`src/an_regs_pkg.sv`:
```
// Package for the negotiation result and next-page register bank.
// Assumes an AXI4-Lite master with 8-bit byte addresses and 32-bit data.
package an_regs_pkg;

    // ********************************************************
    // Register map, byte addresses
    // ********************************************************
    localparam int          ADDR_W          = 8;
    localparam logic [7:0]  OFS_PARTNER     = 8'h94;
    localparam logic [7:0]  OFS_EXPANSION   = 8'h98;
    localparam logic [7:0]  OFS_NP_TX       = 8'h9C;
    localparam logic [7:0]  OFS_XCVR_STATUS = 8'hC0;

    // ********************************************************
    // Reset values
    // ********************************************************
    localparam logic [15:0] PARTNER_RESET   = 16'h0000;
    localparam logic [15:0] EXPANSION_RESET = 16'h0004;
    localparam logic [15:0] NP_TX_RESET     = 16'h2001;

    // ********************************************************
    // Field positions
    // ********************************************************
    localparam int          PA_NEXT_PAGE    = 15;
    localparam int          PA_ACK          = 14;
    localparam int          PA_RSVD_HI      = 12;
    localparam int          PA_RSVD_LO      = 10;
    localparam int          EXP_LOCAL_NP    = 2;
    localparam int          NP_SEND         = 15;
    localparam int          NP_MSG_PAGE     = 13;
    localparam int          NP_COMPLY       = 12;
    localparam int          NP_TOGGLE       = 11;
    localparam int          STS_PAGE_COPY   = 8;
    localparam logic [15:0] NP_WR_MASK      = 16'hB7FF;
    localparam logic [15:0] PA_RSVD_MASK    = 16'h1C00;

    // ********************************************************
    // Bus responses
    // ********************************************************
    localparam logic [1:0]  RESP_OKAY       = 2'h0;
    localparam logic [1:0]  RESP_DECERR     = 2'h3;

    // ********************************************************
    // Carriers
    // ********************************************************
    typedef struct packed {
        logic [7:0]  awaddr;
        logic        awvalid;
        logic [31:0] wdata;
        logic [3:0]  wstrb;
        logic        wvalid;
        logic        bready;
        logic [7:0]  araddr;
        logic        arvalid;
        logic        rready;
    } axil_req_t;

    typedef struct packed {
        logic        awready;
        logic        wready;
        logic        bvalid;
        logic [1:0]  bresp;
        logic        arready;
        logic        rvalid;
        logic [31:0] rdata;
        logic [1:0]  rresp;
    } axil_rsp_t;

    typedef struct packed {
        logic        page_rx;
        logic [15:0] page_word;
        logic        base_done;
        logic        partner_ack;
        logic        partner_multi_page_capable;
        logic        partner_negotiation_capable;
        logic        parallel_detect_fault;
        logic        np_page_sent;
    } neg_in_t;

    typedef struct packed {
        logic        aw_got;
        logic [7:0]  aw_addr;
        logic        w_got;
        logic [15:0] wdata;
        logic [1:0]  wstrb;
        logic        bvalid;
        logic [1:0]  bresp;
        logic        rvalid;
        logic [15:0] rdata;
        logic [1:0]  rresp;
        logic [15:0] ability;
        logic        pd_fault;
        logic        lp_multi_page;
        logic        page_rcvd;
        logic        lp_neg_capable;
        logic        next_page_request;
        logic        message_page_select;
        logic        will_comply_flag;
        logic        alternating_sync_bit;
        logic [10:0] np_code;
    } bank_state_t;

endpackage

```
`src/autoneg_partner_nextpage_regs.sv`:
```
// Negotiation result and next-page register bank, AXI4-Lite slave.
// Assumes the arbitration logic drives neg_in synchronous to aclk,
// with page_rx and np_page_sent as one-cycle pulses.
//
// Function
// - Partner ability register captures received ability word; zero after reset.
// - With next pages supported, later pages replace ability after base completion.
// - Ability bit 15 shows partner next-page request.
// - Ability bit 14 follows partner acknowledge from negotiation logic.
// - Ability bit 13 shows partner remote fault.
// - Ability bits 12 to 10 read zero; software writes zero.
// - Ability bits 9 to 5 show partner technology abilities.
// - Ability bits 4 to 0 hold partner selector as received.
// - Expansion resets to 0004h; bits 15 to 5 read zero, ignore writes.
// - Expansion bit 4 shows parallel detection fault.
// - Expansion bit 3 shows partner can exchange extra pages.
// - Expansion bit 2 reads one: local side sends next pages.
// - Expansion bit 1 set on page received, cleared by expansion read.
// - Expansion bit 0 shows partner supports negotiation.
// - Next-page transmit register at 009Ch resets 2001h, forms sent page.
// - Next-page bit 15 set by software when another page follows.
// - Next-page bit 13 selects message page or unformatted page.
// - Next-page bit 12 tells whether local side will comply.
// - Next-page bit 11 read-only, inverse of previous toggle value.
// - Next-page bits 10 to 0 carry code field; default null page.
// - Status bit 8 copies page-received flag; reading it does not clear.
//
// The AXI4-Lite register port is this design's own decision.
`timescale 1ns/1ns
module autoneg_partner_nextpage_regs
    import an_regs_pkg::*;
#(
    parameter logic LOCAL_NP_CAPABLE = EXPANSION_RESET[EXP_LOCAL_NP]
) (
    input  wire logic        aclk,
    input  wire logic        aresetn,
    input  wire logic        ce,
    input  wire axil_req_t   req,
    output      axil_rsp_t   rsp,
    input  wire neg_in_t     neg_in,
    output      logic [15:0] next_page_word,
    output      logic        page_received_copy
);

    // ********************************************************
    // Decoding helpers
    // ********************************************************
    function automatic logic addr_hit(input logic [7:0] a,
                                      input logic [7:0] o);
        return a[7:2] == o[7:2];
    endfunction

    function automatic logic mapped(input logic [7:0] a);
        return addr_hit(a, OFS_PARTNER) || addr_hit(a, OFS_EXPANSION) ||
               addr_hit(a, OFS_NP_TX) || addr_hit(a, OFS_XCVR_STATUS);
    endfunction

    function automatic logic [15:0] exp_word(input bank_state_t s);
        return {11'h000, s.pd_fault, s.lp_multi_page, LOCAL_NP_CAPABLE,
                s.page_rcvd, s.lp_neg_capable};
    endfunction

    function automatic logic [15:0] np_word(input bank_state_t s);
        return {s.next_page_request, 1'b0, s.message_page_select,
                s.will_comply_flag, s.alternating_sync_bit, s.np_code};
    endfunction

    function automatic logic [15:0] sts_word(input bank_state_t s);
        logic [15:0] w;
        w = 16'h0000;
        w[STS_PAGE_COPY] = s.page_rcvd;
        return w;
    endfunction

    function automatic logic [15:0] read_word(input logic [7:0] a,
                                              input bank_state_t s);
        logic [15:0] w;
        w = 16'h0000;
        if (addr_hit(a, OFS_PARTNER)) begin
            w = s.ability;
        end else if (addr_hit(a, OFS_EXPANSION)) begin
            w = exp_word(s);
        end else if (addr_hit(a, OFS_NP_TX)) begin
            w = np_word(s);
        end else if (addr_hit(a, OFS_XCVR_STATUS)) begin
            w = sts_word(s);
        end
        return w;
    endfunction

    // Byte-lane merge of a 16-bit register
    function automatic logic [15:0] merge16(input logic [15:0] old,
                                            input logic [15:0] data,
                                            input logic [1:0]  strb);
        logic [15:0] w;
        w = old;
        for (int i = 0; i < 2; i++) begin
            if (strb[i]) begin
                w[8*i +: 8] = data[8*i +: 8];
            end
        end
        return w;
    endfunction

    function automatic bank_state_t reset_state();
        bank_state_t s;
        s = '0;
        s.bresp = RESP_OKAY;
        s.rresp = RESP_OKAY;
        s.ability = PARTNER_RESET;
        s.pd_fault = EXPANSION_RESET[4];
        s.lp_multi_page = EXPANSION_RESET[3];
        s.page_rcvd = EXPANSION_RESET[1];
        s.lp_neg_capable = EXPANSION_RESET[0];
        s.next_page_request = NP_TX_RESET[NP_SEND];
        s.message_page_select = NP_TX_RESET[NP_MSG_PAGE];
        s.will_comply_flag = NP_TX_RESET[NP_COMPLY];
        s.alternating_sync_bit = NP_TX_RESET[NP_TOGGLE];
        s.np_code = NP_TX_RESET[10:0];
        return s;
    endfunction

    // ********************************************************
    // State
    // ********************************************************
    bank_state_t s_q;
    bank_state_t s_d;
    logic        wr_fire;
    logic        rd_fire;
    logic        load_ok;
    logic [15:0] merged;

    // Handshake outputs are combinational from the state flops
    always_comb begin
        rsp.awready = !s_q.aw_got && !s_q.bvalid;
        rsp.wready  = !s_q.w_got && !s_q.bvalid;
        rsp.bvalid  = s_q.bvalid;
        rsp.bresp   = s_q.bresp;
        rsp.arready = !s_q.rvalid;
        rsp.rvalid  = s_q.rvalid;
        rsp.rdata   = {16'h0000, s_q.rdata};
        rsp.rresp   = s_q.rresp;
    end

    assign next_page_word     = np_word(s_q);
    assign page_received_copy = s_q.page_rcvd;

    // ********************************************************
    // Next-state logic
    // ********************************************************
    always_comb begin
        s_d     = s_q;
        wr_fire = s_q.aw_got && s_q.w_got;
        rd_fire = req.arvalid && !s_q.rvalid;
        merged  = merge16(np_word(s_q), s_q.wdata, s_q.wstrb);
        // later pages only once next pages are in use
        load_ok = !neg_in.base_done ||
                  (LOCAL_NP_CAPABLE && neg_in.partner_multi_page_capable);

        // Write address and data are taken in either order
        if (req.awvalid && rsp.awready) begin
            s_d.aw_got  = 1'b1;
            s_d.aw_addr = req.awaddr;
        end
        if (req.wvalid && rsp.wready) begin
            s_d.w_got = 1'b1;
            s_d.wdata = req.wdata[15:0];
            s_d.wstrb = req.wstrb[1:0];
        end
        if (s_q.bvalid && req.bready) begin
            s_d.bvalid = 1'b0;
        end
        if (wr_fire) begin
            s_d.aw_got = 1'b0;
            s_d.w_got  = 1'b0;
            s_d.bvalid = 1'b1;
            s_d.bresp  = mapped(s_q.aw_addr) ? RESP_OKAY : RESP_DECERR;
            // only the next-page word takes writes
            if (addr_hit(s_q.aw_addr, OFS_NP_TX)) begin
                s_d.next_page_request = merged[NP_SEND];
                s_d.message_page_select = merged[NP_MSG_PAGE];
                s_d.will_comply_flag = merged[NP_COMPLY];
                s_d.np_code = merged[10:0];
            end
        end

        if (s_q.rvalid && req.rready) begin
            s_d.rvalid = 1'b0;
        end
        if (rd_fire) begin
            s_d.rvalid = 1'b1;
            s_d.rdata  = read_word(req.araddr, s_q);
            s_d.rresp  = mapped(req.araddr) ? RESP_OKAY : RESP_DECERR;
            if (addr_hit(req.araddr, OFS_EXPANSION)) begin
                s_d.page_rcvd = 1'b0;
            end
        end

        // ****************************************************
        // Updates from the negotiation logic
        // ****************************************************
        if (neg_in.page_rx && load_ok) begin
            s_d.ability = neg_in.page_word & ~PA_RSVD_MASK;
        end
        s_d.ability[PA_RSVD_HI:PA_RSVD_LO] = 3'h0;
        s_d.ability[PA_ACK] = neg_in.partner_ack;
        // set wins over the read clear
        if (neg_in.page_rx) begin
            s_d.page_rcvd = 1'b1;
        end
        s_d.pd_fault = neg_in.parallel_detect_fault;
        s_d.lp_multi_page = neg_in.partner_multi_page_capable;
        s_d.lp_neg_capable = neg_in.partner_negotiation_capable;
        // next page carries the opposite toggle
        if (neg_in.np_page_sent) begin
            s_d.alternating_sync_bit = !s_q.alternating_sync_bit;
        end
    end

    // Reset overrides the clock enable so defaults load even when frozen
    always_ff @(posedge aclk) begin
        if (!aresetn) begin
            s_q <= reset_state();
        end else if (ce) begin
            s_q <= s_d;
        end
    end
endmodule // autoneg_partner_nextpage_regs

```
`config.mk`:
```
export PLATFORM = sky130hd
export DESIGN_NAME = autoneg_partner_nextpage_regs
export DESIGN_NICKNAME = d
export VERILOG_FILES = /design/src/an_regs_pkg.sv /design/src/autoneg_partner_nextpage_regs.sv
export SDC_FILE = /design/constraint.sdc
export NUM_CORES = 1
export LEC_CHECK = 0
export BUFFER_PORTS_ARGS = -buffer_cell sky130_fd_sc_hd__buf_2
export CAP_MARGIN = 20
export CORE_MARGIN = 10
export CORE_UTILIZATION = 51
export CTS_BUF_LIST = sky130_fd_sc_hd__clkbuf_8
export CTS_CLUSTER_SIZE = 14
export DETAILED_ROUTE_END_ITERATION = 10
export PLACE_DENSITY_LB_ADDON = 0.2
export REMOVE_ABC_BUFFERS = 1
export SLEW_MARGIN = 20
export SYNTH_ARGS = -nofsm -noshare
export SYNTH_HDL_FRONTEND = slang
export SYNTH_SLANG_ARGS = --single-unit
```
`constraint.sdc`:
```
create_clock -name aclk -period 1.85 [get_ports aclk]
set_clock_uncertainty 0.15 [all_clocks]
set_input_delay 0.185 -clock aclk [delete_from_list [all_inputs] [get_ports aclk]]
set_output_delay 0.185 -clock aclk [all_outputs]
set_load 0.01 [all_outputs]
```
==> results of run 1 <==
## cell usage in the layout (no fill, tap or decap), types with 2 or more instances in the layout
cell type,instances
nor4_1,2
dlygate4sd3_1,39
conb_1,17
inv_1,2
and2_1,2
buf_12,2
nand2b_1,2
nor4bb_1,2
nor2_1,4
mux2i_1,10
o31ai_1,12
and3_1,3
a21boi_1,22
clkbuf_8,11
nand3_1,27
a31oi_1,16
dfxtp_1,76
mux2_2,5
a21boi_0,23
clkinv_2,2
nand2_1,44
nor2b_1,17
nand4_1,16
buf_4,10
a21oi_1,14
buf_2,95
o21ai_0,28
and4bb_2,2
## worst max-delay path, stage by stage
cell and delay [ps]:
dlygate4sd3_1 510, buf_2 200, and2_0 490, nand4_1 160, a21boi_0 180
## final cells by class
| cell class | instances | area (µm²) |
|---|---|---|
| Clock buffer | 11 | 151.4 |
| Clock inverter | 5 | 51.30 |
| Fill cell | 632 | 2686 |
| Inverter | 1 | 3.754 |
| Multi-Input combinational cell | 281 | 1734 |
| Sequential cell | 76 | 1521 |
| Tap cell | 99 | 123.9 |
| Timing Repair Buffer | 146 | 980.9 |
## per-stage QoR
step	area, µm²	TNS, ps	utilization	hold slack, ps	power (µW)
final	4567	0	0.6296	18.37	3491
after detailed placement	3974	0	0.5479	283.1	2169
after global routing	4567	0	0.6296	47.96	3642
after global placement	3974	0	0.5479	281.1	2159
after CTS	4567	0	0.6296	11.77	3520
after floorplan	3253	-6299	-	111.2	1971
## sequential cells by signal, indices dropped and copies added, names as in the netlist
name                cells
rsp                    20
s_q                    40
next_page_word         15
page_received_copy      1
## path summary, 6_finish.rpt
check                             start           endpoint  slack [ps]  cells past startpoint
worst min register to register  s_q[60]            s_q[60]         310                      2
worst min-delay path             req[0]            rsp[34]          20                      4
worst max register to register  s_q[75]  next_page_word[9]         360                      4
worst max-delay path             req[5]            rsp[14]         250                      5
## logic make-up (layout without fill, tap and decap cells)
| family | Yosys count | count (layout) | share of synthesized area |
|---|---|---|---|
| muxes | 15 | 15 | 0.04108 |
| and+or+nand+nor | 130 | 130 | 0.1942 |
| xor gates and xnor gates | 1 | 1 | 0.002301 |
| other | 1 | 17 | 0.0009849 |
| buffers and inverters | 91 | 163 | 0.1623 |
| AOI/OAI and AO/OA | 118 | 118 | 0.1995 |
| DFF | 76 | 76 | 0.3996 |
## where the power goes
group          switching (µW)  internal [µW]
Clock                     605            688
Sequential               47.2           1700
Combinational             226            225
Total                     878           2610
## metal layers
| layer | vias to the layer above | routed length (µm) | GRT usage |
|---|---|---|---|
| li1 | 1620 | - | - |
| met1 | 1538 | 4124 | 0.2046 |
| met2 | 108 | 4897 | 0.2893 |
| met3 | 12 | 929 | 0.06703 |
| met4 | 0 | 119 | 0.05899 |
| met5 | - | 0 | 0 |
==> impl_metrics.py, run 1 <==
metrics = {
    "place": {
        "placed_cells": 564,
        "gp_congestion": 0.7678,
        "hpwlAfterDp_um": 6791,
        "io_buffers": 95,
        "pre_cts_slack_ps": 252.7,
    },
    "logic_synthesis": {
        "yosysSeqAreaShare": 0.3996,
        "synth_top_area_share": 0.3996,
        "ys.flop_type": "dfxtp_1",
        "post-synth-top-count-cell": "dfxtp_1",
        "synth_top_area_cell": "dfxtp_1",
        "synth.top_cells.by_area": "dfxtp_1 (40%), buf_4 (12%), a21boi_0 (4.5%)",
        "synth-async-reset-ratio": 0,
        "ys_types": 39,
        "syn_area_per_cell_um2": 8.813,
        "synth_edf_count": 0,
        "synth_area_um2": 3807,
        "yosys-top-cells-count": "dfxtp_1 (76), buf_4 (61), nand2_1 (44), o21ai_0 (28), nand3_1 (27)",
        "synth-seq-cells": 76,
        "yosys_warnings": 0,
        "syn_inst": 432,
    },
    "cts": {
        "cts_tree": "built",
        "post_cts_resize_count": 0,
        "cts_buffer_depth": 2,
        "clk_latency_ps": 350,
        "clk_pin_slew_ps": 80,
        "hold_buffers": 39,
        "post_cts_buffers": 0,
        "cts_sinks": 76,
        "cts_made_buffers": 9,
        "htree_levels": 3,
        "clockRootBuffer": "clkbuf_8",
    },
    "global_route": {
        "overflow": 0,
        "grt_antenna_before_repair": 0,
        "grt_max_degree": 78,
        "grt_pass1_wl_um": 16450,
        "grt_usage": 0.1755,
        "grt_pass1_vias": 3440,
    },
    "layout": {
        "fin_nets": 598,
        "drive_gt1_frac": 0.2558,
        "area_growth_syn_to_layout_pct": 19.95,
        "diodes": 0,
        "instances_no_fill": 619,
    },
    "floorplan": {
        "die_x_um": 106.4,
        "die_h_um": 106.4,
        "ios": 141,
        "core_area_um2": 7253,
        "initial_core_util": 0.5249,
        "row_count": 31,
        "dieArea_um2": 11320,
    },
    "sta": {
        "setup_slack_ps": 246.8,
        "rsz0062_at_grt": "false",
        "fmax_mhz": 623.8,
        "period_share": 0.8666,
        "slew_headroom": 0.6406,
        "setup_viol": 0,
        "hold_violations": 0,
        "tightestPinTransition_ps": 538.8,
        "fin_crit_ps": 1603,
        "drv_slew": 0,
    },
    "detailed_routing": {
        "drt_iter0_drc": 223,
        "drt_wl_total_um": 10070,
        "drc_errors": 0,
        "via_per_inst": 5.296,
        "ant_nets": 0,
        "via_count": 3278,
        "wire_per_inst_um": 16.27,
        "drt_pass1_iterations": 5,
    },
    "critical_path": {
        "cp-start-kind": "input pin",
        "end_kind": "flip-flop",
        "arrival_ps": 1730,
        "cp_max_fo": 10,
        "required_ps": 1980,
        "worstSetupPathType": "in -> reg",
    },
    "worst_hold_path": {
        "worstHoldPathType": "in -> reg",
    },
    "power_and_ir_drop": {
        "p_leak_uw": 0.001871,
        "ir_drop_mv": 0.4069,
        "power.density_nw_per_um2": 764.5,
    },
    "run": {
        "maxCapViolCount": 0,
    },
    "run_status": {
        "status": "finished clean",
    },
}
(Power assumes the default switching activity.)
==> run 2: changes to the inputs <==
--- a/config.mk
+++ b/config.mk
@@ -8,7 +8,7 @@
 export BUFFER_PORTS_ARGS = -buffer_cell sky130_fd_sc_hd__buf_2
 export CAP_MARGIN = 20
 export CORE_MARGIN = 10
-export CORE_UTILIZATION = 51
+export CORE_UTILIZATION = 40
 export CTS_BUF_LIST = sky130_fd_sc_hd__clkbuf_8
 export CTS_CLUSTER_SIZE = 14
 export DETAILED_ROUTE_END_ITERATION = 10
==> run 2 against run 1 <==
Effect of this change:
- sequential power barely moved
- power barely moved
- cell area rose by 0.60%
- critical endpoint is now next_page_word[0]
==> impl_metrics.py, run 2 (synthesized netlist as in run 1, its figures left out) <==
metrics = {
    "layout": {
        "multiInputGateArea_um2": 1734,
        "area_growth_syn_to_layout_pct": 20.67,
        "diodes": 0,
        "final_cell_mix": "buf_2 (95), dfxtp_1 (76), nand2_1 (44)",
        "top_register": "s_q",
        "largest_register_ffs": 40,
        "final_area_um2": 4594,
        "drive_gt1_frac": 0.2563,
        "utilization": 0.4972,
        "regArea_um2": 1521,
        "fin_nets": 597,
        "n_fill_cell": 859,
        "final_common_cell": "buf_2",
    },
    "critical_path": {
        "r2r_start": "s_q[78]",
        "cp-start-kind": "flip-flop",
        "end_kind": "flip-flop",
        "arrival_ps": 1550,
        "worstSetupPathType": "reg -> reg",
        "r2r_cells": 3,
        "r2r_slack_ps": 370,
        "cp_max_fo": 8,
        "r2r-end": "next_page_word[0]",
        "required_ps": 1920,
    },
    "detailed_routing": {
        "drt_iter0_drc": 203,
        "drc_errors": 0,
        "via_count": 3243,
        "ant_nets": 0,
        "drt_wl_total_um": 10140,
        "via_per_inst": 5.005,
        "drt_pass1_iterations": 4,
        "wire_per_inst_um": 15.64,
    },
    "floorplan": {
        "dieArea_um2": 13820,
        "core_area_um2": 9240,
        "ios": 141,
        "die_h_um": 117.6,
        "die_x_um": 117.6,
        "row_count": 35,
        "initial_core_util": 0.4121,
    },
    "cts": {
        "post_cts_resize_count": 0,
        "post_cts_buffers": 0,
        "hold_buffers": 38,
        "htree_levels": 3,
        "clk_pin_slew_ps": 80,
        "cts_sinks": 76,
        "clockRootBuffer": "clkbuf_8",
        "cts_tree": "built",
        "clk_latency_ps": 340,
        "cts_buffer_depth": 2,
        "cts_made_buffers": 9,
    },
    "worst_hold_path": {
        "worstHoldPathType": "in -> reg",
        "min_to": "rsp[34]",
        "holdPathStages": 4,
        "hp-start": "req[0]",
    },
    "sta": {
        "setup_viol": 0,
        "fin_crit_ps": 1481,
        "hold_violations": 0,
        "rsz0062_at_grt": "false",
        "tns_ps": 0,
        "hold_slack_ps": 28.75,
        "fmax_mhz": 675.3,
        "period_share": 0.8005,
        "drv_slew": 0,
    },
    "global_route": {
        "grt_max_degree": 78,
        "grt_usage": 0.1436,
        "overflow": 0,
        "grt_pass1_wl_um": 16820,
        "grt_antenna_before_repair": 0,
        "grt_pass1_vias": 3329,
    },
    "place": {
        "hpwlAfterDp_um": 7121,
        "gp_congestion": 0.7335,
        "io_buffers": 95,
        "dpl-instance-area_um2": 4011,
    },
    "power_and_ir_drop": {
        "switching_share": 0.2516,
        "p_comb_frac": 0.128,
        "ir_drop_mv": 0.3641,
        "p_seq_frac": 0.500,
        "p_total_uw": 3491,
        "p_leak_uw": 0.001867,
        "p_clk_frac": 0.371,
        "internal-power_uw": 2613,
        "power.density_nw_per_um2": 759.8,
        "netSwitchingPower_uw": 878.3,
    },
    "run": {
        "maxCapViolCount": 0,
    },
    "run_status": {
        "status": "finished clean",
    },
}
run 2: changes by cell type in the layout (fill, tap and decap cells not counted):
cell	delta
dlygate4sd3_1	-1
run 2: area by class of cell:
cell class / instances / area share
Clock inverter: 5 / 0.01117
Inverter: 1 / 0.0008170
Multi-Input combinational cell: 281 / 0.3774
Timing Repair Buffer: 145 / 0.2113
Clock buffer: 11 / 0.03295
Tap cell: 129 / 0.03513
Sequential cell: 76 / 0.3312
run 2: worst max path at each step:
| stage | from | end | slack, ps | cells after the start |
|---|---|---|---|---|
| after floorplan | rsp[38] | s_q[65] | -330 | 3 |
| after global placement | ce | s_q[66] | 290 | 5 |
| after detailed placement | ce | s_q[66] | 280 | 5 |
| after CTS | s_q[82] | next_page_word[9] | 380 | 3 |
| after global routing | s_q[78] | next_page_word[4] | 260 | 3 |
| final | s_q[78] | next_page_word[0] | 370 | 3 |
run 2: worst max-delay path: stages, from the launching register on:
cell	delay, ps
dfxtp_1	460
nand3_1	320
nor4_1	280
o21ai_0	130
run 2: per-stage QoR:
stage	setup slack (ps)	cells
after global placement	286.9	594
after CTS	384.7	648
after global routing	259.1	648
after detailed placement	279.4	594
final	369.1	648
after floorplan	-327.4	358
run 2: power groups by stage:
| stage | Clock [µW] | Combinational (µW) | Sequential (µW) |
|---|---|---|---|
| after floorplan | 0 | 186 | 1790 |
| after global placement | 0 | 382 | 1780 |
| after detailed placement | 0 | 387 | 1790 |
| after CTS | 1320 | 450 | 1750 |
| after global routing | 1390 | 499 | 1760 |
| final | 1300 | 449 | 1750 |
run 2: layer usage:
layer	vias up	wire length, µm	GRT usage
li1	1615	-	-
met1	1511	4919	0.1926
met2	105	4354	0.2122
met3	12	741	0.05084
met4	0	121	0.03787
met5	-	0	0
